==> config.mk <==
export PLATFORM = sky130hd
export DESIGN_NAME = tsc_cfg_fetch
export DESIGN_NICKNAME = d
export VERILOG_FILES = /design/src/pkg/tsc_pkg.sv /design/src/logic/tsc_cfg_fetch.sv
export SDC_FILE = /design/constraint.sdc
export NUM_CORES = 1
export LEC_CHECK = 0
export BUFFER_PORTS_ARGS = -buffer_cell sky130_fd_sc_hd__buf_4
export CORE_AREA = 2 2 80 82
export DETAILED_ROUTE_END_ITERATION = 12
export DIE_AREA = 0 0 82 84
export HOLD_SLACK_MARGIN = 0.15
export PLACE_DENSITY = 0.83
export SYNTH_ARGS = -nofsm -noshare
export SYNTH_HDL_FRONTEND = slang
export SYNTH_SLANG_ARGS = --single-unit
==> constraint.sdc <==
create_clock -name clk -period 3.54 [get_ports clk]
set_clock_uncertainty 0.15 [all_clocks]
set_input_delay 0.708 -clock clk [delete_from_list [all_inputs] [get_ports clk]]
set_output_delay 0.708 -clock clk [all_outputs]
set_load 0.01 [all_outputs]
==> src/pkg/tsc_pkg.sv <==
/*
 * Shared constants and carrier types for the test snapshot and
 * configuration load block.
 * Assumes a single 40 MHz system clock domain.
 */
package tsc_pkg;

    // Pin image size and byte positions
    localparam int SNAP_BYTES = 4;
    localparam logic [7:0] LAST_MAPPED = 8'h03;
    localparam int B0_RESET = 7;
    localparam int B0_CS_LO = 4;
    localparam int B0_PWRVLD = 3;
    localparam int B0_DA_LO = 1;
    localparam int B1_DD_DRIVE = 7;
    localparam int B1_DIOR = 1;
    localparam int B1_DMACK = 2;
    localparam int B1_DIOW = 0;

    // Configuration table
    localparam logic [7:0] SIG0_VALUE = 8'h53;
    localparam logic [7:0] SIG1_VALUE = 8'h4B;
    localparam logic [7:0] CFG_SIG0_ADDR = 8'h00;
    localparam logic [7:0] CFG_SIG1_ADDR = 8'h01;
    localparam logic [7:0] CFG_APM_ADDR = 8'h02;
    localparam logic [7:0] CFG_MARKER_ADDR = 8'h04;
    localparam logic [7:0] CFG_FLAGS_ADDR = 8'h05;
    localparam logic [7:0] CFG_LAST_ADDR = 8'h05;
    localparam int CFG_PAGE8_BIT = 5;
    localparam logic [7:0] APM_OFF = 8'h00;
    localparam logic [7:0] MARKER_DEFAULT = 8'h24;

    // Memory device addresses, first and fallback
    localparam logic [2:0] MEM_ADDR_FIRST = 3'h2;
    localparam logic [2:0] MEM_ADDR_ALT = 3'h4;

    // Reset values and counts
    localparam logic [31:0] LOAD_RESET = 32'h0000_0000;
    localparam logic [1:0] STRAP_WAIT = 2'h3;

    // Raw ATA-side pin levels, as seen on the pads
    typedef struct packed {
        logic reset_line;
        logic da2;
        logic [1:0] cs_n;
        logic drive_power_valid;
        logic [1:0] da;
        logic intrq;
        logic mfg_sel;
        logic ata_bus_power_enable;
        logic dmarq;
        logic iordy;
        logic dmack_n;
        logic dior_n;
        logic diow_n;
        logic [15:0] dd;
    } tsc_pin_in_t;

    // Controllable ATA-side outputs; dd_oe_n low drives the data bus
    typedef struct packed {
        logic reset_line;
        logic [1:0] cs_n;
        logic drive_power_valid;
        logic [1:0] da;
        logic dmack_n;
        logic dior_n;
        logic diow_n;
        logic [15:0] dd;
        logic dd_oe_n;
    } tsc_pin_out_t;

    // Fetched configuration bytes
    typedef struct packed {
        logic [7:0] drive_power_mgmt_value;
        logic [7:0] marker;
        logic [7:0] flags;
    } tsc_cfg_t;

endpackage

==> src/logic/tsc_cfg_fetch.sv <==
/*
 * Startup fetch of the first configuration bytes through an external
 * byte-read engine, with signature check and address fallback.
 * Assumes the read engine runs on the same clock and answers each
 * one-cycle request with a one-cycle done pulse at least a cycle later.
 */
`timescale 1ns/1ps
module tsc_cfg_fetch (
    input wire logic clk,
    input wire logic rst_n,
    output logic i2c_req,
    output logic [2:0] i2c_dev_addr,
    output logic [7:0] i2c_byte_addr,
    input wire logic i2c_done,
    input wire logic i2c_ack,
    input wire logic [7:0] i2c_data,
    output tsc_pkg::tsc_cfg_t cfg,
    output logic cfg_ready,
    output logic cfg_valid
);
    typedef enum logic [1:0] {TSC_REQ, TSC_WAIT, TSC_DONE} tsc_fetch_t;

    tsc_fetch_t state;
    logic [7:0] mem [6];
    logic sig_ok;

    assign sig_ok = mem[0] == tsc_pkg::SIG0_VALUE &&
                    mem[1] == tsc_pkg::SIG1_VALUE;

    // Fetch sequencer; a refusal at the first byte retries the alt address
    always_ff @(posedge clk or negedge rst_n) begin
        if (!rst_n) begin
            state <= TSC_REQ;
            i2c_req <= 1'b0;
            i2c_dev_addr <= tsc_pkg::MEM_ADDR_FIRST;
            i2c_byte_addr <= tsc_pkg::CFG_SIG0_ADDR;
            cfg_ready <= 1'b0;
        end else begin
            i2c_req <= 1'b0;
            case (state)
                TSC_REQ: begin
                    i2c_req <= 1'b1;
                    state <= TSC_WAIT;
                end
                TSC_WAIT: begin
                    if (i2c_done && !i2c_ack) begin
                        if (i2c_byte_addr == tsc_pkg::CFG_SIG0_ADDR &&
                            i2c_dev_addr == tsc_pkg::MEM_ADDR_FIRST) begin
                            i2c_dev_addr <= tsc_pkg::MEM_ADDR_ALT;
                            state <= TSC_REQ;
                        end else begin
                            state <= TSC_DONE;
                            cfg_ready <= 1'b1;
                        end
                    end else if (i2c_done) begin
                        if (i2c_byte_addr == tsc_pkg::CFG_LAST_ADDR) begin
                            state <= TSC_DONE;
                            cfg_ready <= 1'b1;
                        end else begin
                            i2c_byte_addr <= i2c_byte_addr + 8'h01;
                            state <= TSC_REQ;
                        end
                    end
                end
                TSC_DONE: state <= TSC_DONE;
                default: state <= TSC_REQ;
            endcase
        end
    end

    // Byte store
    always_ff @(posedge clk or negedge rst_n) begin
        if (!rst_n) begin
            for (int i = 0; i < 6; i++) begin
                mem[i] <= 8'h00;
            end
        end else if (state == TSC_WAIT && i2c_done && i2c_ack) begin
            mem[i2c_byte_addr[2:0]] <= i2c_data;
        end
    end

    // Published result, latched once the fetch ends
    always_ff @(posedge clk or negedge rst_n) begin
        if (!rst_n) begin
            cfg_valid <= 1'b0;
            cfg <= '0;
        end else if (state != TSC_DONE && cfg_ready == 1'b0) begin
            cfg_valid <= 1'b0;
        end else if (state == TSC_DONE && !cfg_valid && sig_ok) begin
            cfg_valid <= 1'b1;
            cfg.drive_power_mgmt_value <= mem[2];
            cfg.marker <= mem[4];
            cfg.flags <= mem[5];
        end
    end
endmodule

==> metrics.txt <==
# TYPE chip_impl_metric gauge
chip_impl_metric{name="via_per_inst",unit=""} 5.37
chip_impl_metric{name="number_of_global_route_vias_before_repair",unit=""} 1856
chip_impl_metric{name="syn-num-nets",unit=""} 222
chip_impl_metric{name="antenna-diode-count",unit=""} 0
chip_impl_metric{name="count_of_flip_flops_with_a_built_in_enable_after_synthesis",unit=""} 0
chip_impl_metric{name="drt_iter0_markers",unit=""} 104
chip_impl_info{name="tritoncts",value="done"} 1
chip_impl_metric{name="max_stage_delay",unit="ns"} 0.52
chip_impl_metric{name="dieArea",unit="mm^2"} 0.00689
chip_impl_info{name="synth_ff_type",value="sky130_fd_sc_hd__dfrtp_1"} 1
chip_impl_info{name="critPathLaunchType",value="flip-flop"} 1
chip_impl_metric{name="slew_at_the_pin_closest_to_its_max_slew_limit",unit="ns"} 0.965
chip_impl_metric{name="netlist_area",unit="mm^2"} 0.00318
chip_impl_metric{name="final_setup_violation_count",unit=""} 0
chip_impl_metric{name="maxSlewViolCount",unit=""} 0
chip_impl_metric{name="drtPass1Iterations",unit=""} 6
chip_impl_metric{name="arrival",unit="ns"} 2.47
chip_impl_metric{name="drt-total-wl",unit="um"} 5810
chip_impl_metric{name="relative_max_transition_margin",unit="%"} 35.6
chip_impl_metric{name="h_tree_depth",unit=""} 3
chip_impl_metric{name="cap_violations",unit=""} 0
chip_impl_metric{name="worst_setup_hold_path_clk_slew",unit="ns"} 0.08
chip_impl_metric{name="report.final.hold_viol_count",unit=""} 0
chip_impl_metric{name="gp_routability_congestion",unit=""} 0.850
chip_impl_info{name="grt_setup_unrepaired",value="false"} 1
chip_impl_metric{name="post_synth_num_cell_types",unit=""} 36
chip_impl_metric{name="cts_hold_buffers",unit=""} 0
chip_impl_metric{name="final_min_period_over_clock_period",unit="%"} 67.4
chip_impl_metric{name="internal-power",unit="W"} 0.00181
chip_impl_metric{name="grt_util_all_layers",unit="%"} 18.7
chip_impl_metric{name="cts_inserted_buffers",unit=""} 9
chip_impl_metric{name="cellPowerDensity",unit="mW/mm^2"} 663
chip_impl_metric{name="required_time_at_the_endpoint_of_the_critical_path",unit="ns"} 3.62
chip_impl_info{name="clock-root-buffer",value="sky130_fd_sc_hd__clkbuf_8"} 1
chip_impl_metric{name="synth_cells",unit=""} 207
chip_impl_metric{name="drcViolationCount",unit=""} 0
chip_impl_metric{name="synth_sequential_area_ratio",unit="%"} 62.2
chip_impl_metric{name="floorplan.rows",unit=""} 29
chip_impl_info{name="hp-class",value="in -> async"} 1
chip_impl_metric{name="grt_max_degree",unit=""} 80
chip_impl_metric{name="area_growth_syn_to_layout",unit="%"} 19.8
chip_impl_metric{name="fin_tns_setup",unit="ns"} 0
chip_impl_metric{name="chipHeight",unit="um"} 84
chip_impl_metric{name="vdd_ir_drop_max",unit="uV"} 338
chip_impl_info{name="cp_slowest_cell",value="sky130_fd_sc_hd__nor2_2"} 1
chip_impl_metric{name="cts_buffer_depth",unit=""} 2
chip_impl_metric{name="timing.fmax",unit="MHz"} 419
chip_impl_metric{name="floorplan.initialDensity",unit="%"} 52.2
chip_impl_info{name="worst-setup-path-type",value="reg -> reg"} 1
chip_impl_metric{name="layout.nets",unit=""} 277
chip_impl_metric{name="clock_latency",unit="ns"} 0.35
chip_impl_metric{name="post_cts.repair.setup_buffers",unit=""} 0
chip_impl_metric{name="numPortBuffers",unit=""} 48
chip_impl_metric{name="antenna_found_initial",unit=""} 0
chip_impl_metric{name="share_of_power_burned_in_the_clock_network",unit="%"} 27.2
chip_impl_metric{name="drive_gt1_share",unit="%"} 51.7
chip_impl_metric{name="ys_seq_elements",unit=""} 79
chip_impl_metric{name="wire_per_inst",unit="um"} 16.9
chip_impl_metric{name="share_seq_of_total_power",unit="%"} 53.2
chip_impl_metric{name="num_io_pins",unit=""} 50
chip_impl_metric{name="postCtsResizedCells",unit=""} 0
chip_impl_metric{name="final_hpwl_from_detailed_placement",unit="um"} 3930
chip_impl_metric{name="pre_cts_slack",unit="ns"} 1.11
chip_impl_metric{name="finalWorstSetupSlack",unit="ns"} 1.15
chip_impl_info{name="outcome",value="finished, final reports clean"} 1
chip_impl_metric{name="grt_pass1_wl",unit="um"} 9450
chip_impl_metric{name="worst-path-max-fanout",unit=""} 14
chip_impl_metric{name="total_switching_power",unit="W"} 0.000716
chip_impl_metric{name="post_layout_min_period",unit="ns"} 2.39
chip_impl_metric{name="ys_async_sr_fraction",unit="%"} 100
chip_impl_metric{name="p_comb_share",unit="%"} 19.6
chip_impl_info{name="end_kind",value="flip-flop"} 1
chip_impl_metric{name="antenna_violating_nets_post_route",unit=""} 0
chip_impl_metric{name="avgSynthCellArea",unit="um^2"} 15.4
chip_impl_metric{name="routed_via_count",unit=""} 1847
chip_impl_metric{name="global_route.overflow_total",unit=""} 0
chip_impl_metric{name="switching_fraction",unit="%"} 28.3
chip_impl_metric{name="die_width",unit="um"} 82
chip_impl_info{name="cp_cell_sequence",value="nor4bb_1 -> nand4_1 -> nor2_2 -> buf_4 -> mux2_2"} 1
chip_impl_metric{name="clock_sinks",unit=""} 79
chip_impl_metric{name="synth.yosys.warnings",unit=""} 0
chip_impl_metric{name="static_leakage_power",unit="nW"} 1.87
chip_impl_metric{name="core-area",unit="mm^2"} 0.00610
-- metrics by stage --
step           util [%]  hold slack, ns  total power, W  instance area (um^2)  cells
2_1_floorplan         -           0.262         0.00167                  3180    207
3_3_place_gp       59.1           0.329         0.00182                  3600    328
6_report           62.5           0.356         0.00253                  3810    344
5_1_grt            62.5           0.371         0.00267                  3810    344
3_5_place_dp       59.1           0.341         0.00186                  3600    328
4_1_cts            62.5           0.355         0.00255                  3810    344
-- kinds of logic (layout without fill, tap and decap cells) --
logic type / after synthesis / after routing / synth area share, %
adders and majority gates: 3 / 3 / 1.18
AOI/OAI and AO/OA: 5 / 5 / 1.06
other: 1 / 1 / 0.118
muxes: 64 / 64 / 22.7
DFF: 79 / 79 / 62.2
xor gates and xnor gates: 6 / 6 / 1.65
buffers and inverters: 7 / 67 / 1.53
and+or+nand+nor: 42 / 42 / 9.63
-- layer usage --
| metal | vias to the layer above | part of all wire, % | GRT usage [%] |
|---|---|---|---|
| met1 | 955 | 46 | 27.1 |
| met2 | 37 | 48 | 26.5 |
| met4 | 0 | 1.8 | 8.03 |
| met5 | - | 0 | 0 |
| met3 | 8 | 4.1 | 4.87 |
| li1 | 847 | - | - |
-- synth_stat cells (2+ instances only) --
| cell | count | area share (%) |
|---|---|---|
| sky130_fd_sc_hd__nor2_1 | 3 | 0.35 |
| sky130_fd_sc_hd__buf_4 | 2 | 0.47 |
| sky130_fd_sc_hd__and4b_1 | 2 | 0.63 |
| sky130_fd_sc_hd__nor2b_1 | 2 | 0.39 |
| sky130_fd_sc_hd__mux2_2 | 64 | 23 |
| sky130_fd_sc_hd__nor3_4 | 2 | 1.0 |
| sky130_fd_sc_hd__nor2_2 | 2 | 0.39 |
| sky130_fd_sc_hd__and2_1 | 3 | 0.59 |
| sky130_fd_sc_hd__nand3_1 | 4 | 0.63 |
| sky130_fd_sc_hd__nand4_1 | 5 | 0.98 |
| sky130_fd_sc_hd__nand2_1 | 4 | 0.47 |
| sky130_fd_sc_hd__buf_6 | 2 | 0.71 |
| sky130_fd_sc_hd__dfrtp_1 | 78 | 61 |
| sky130_fd_sc_hd__inv_1 | 2 | 0.24 |
| sky130_fd_sc_hd__or2_2 | 2 | 0.39 |
| sky130_fd_sc_hd__nor4bb_1 | 3 | 0.94 |
| sky130_fd_sc_hd__xnor2_1 | 6 | 1.7 |
| sky130_fd_sc_hd__ha_1 | 3 | 1.2 |
-- power by group through the flow --
stage / clock [W] / combinational (W) / sequential (W)
floorplan: 0 / 0.000374 / 0.00130
CTS: 0.000700 / 0.000504 / 0.00134
global route: 0.000742 / 0.000547 / 0.00138
finish: 0.000686 / 0.000495 / 0.00134
global placement: 0 / 0.000480 / 0.00134
detailed placement: 0 / 0.000500 / 0.00136
-- sequential cells by signal, indices dropped and copies added, names as in the netlist --
signal / count
mem: 40
cfg: 24
i2c_byte_addr: 8
i2c_dev_addr: 2
state: 2
cfg_ready: 1
cfg_valid: 1
i2c_req: 1
-- worst max-delay path: cells and delay by family, from the launching register on --
| kind | cells | cell delay (ns) |
|---|---|---|
| DFF | 1 | 0.39 |
| and+or+nand+nor | 3 | 1.01 |
| muxes | 1 | 0.37 |
| buffers and inverters | 1 | 0.35 |
-- layout by cell type, fill, tap and decap left out, drive strengths merged, types with 2 or more instances in the layout --
master / instances
dfrtp: 78
mux2: 64
buf: 49
clkbuf: 11
xnor2: 6
nand4: 5
nand2: 5
nor2: 5
nand3: 4
nor4bb: 3
and2: 3
ha: 3
clkinv: 3
inv: 2
nor2b: 2
and4b: 2
nor3: 2
or2: 2
-- final cells by class --
| type | instances | area (um^2) |
|---|---|---|
| Tap cell | 77 | 96.3 |
| Clock inverter | 5 | 56.3 |
| Clock buffer | 11 | 151 |
| Sequential cell | 79 | 1980 |
| Multi-Input combinational cell | 121 | 1150 |
| Timing Repair Buffer | 49 | 368 |
| Fill cell | 476 | 2280 |
| Inverter | 2 | 7.51 |
-- worst paths after layout --
check / startpoint / to / slack, ns / cells after the start
max in group asynchronous: rst_n / i2c_byte_addr[1]$_DFFE_PN0P_ / 2.25 / 1
setup / recovery: mem[34]$_DFFE_PN0P_ / cfg[11]$_DFFE_PN0P_ / 1.15 / 5
setup reg to reg: mem[34]$_DFFE_PN0P_ / cfg[11]$_DFFE_PN0P_ / 1.15 / 5
hold reg to reg: mem[33]$_DFFE_PN0P_ / mem[33]$_DFFE_PN0P_ / 0.36 / 1
hold / removal: rst_n / cfg[22]$_DFFE_PN0P_ / 0.36 / 1
min in group clk: mem[33]$_DFFE_PN0P_ / mem[33]$_DFFE_PN0P_ / 0.36 / 1
Power figures use the tool's default switching activity.
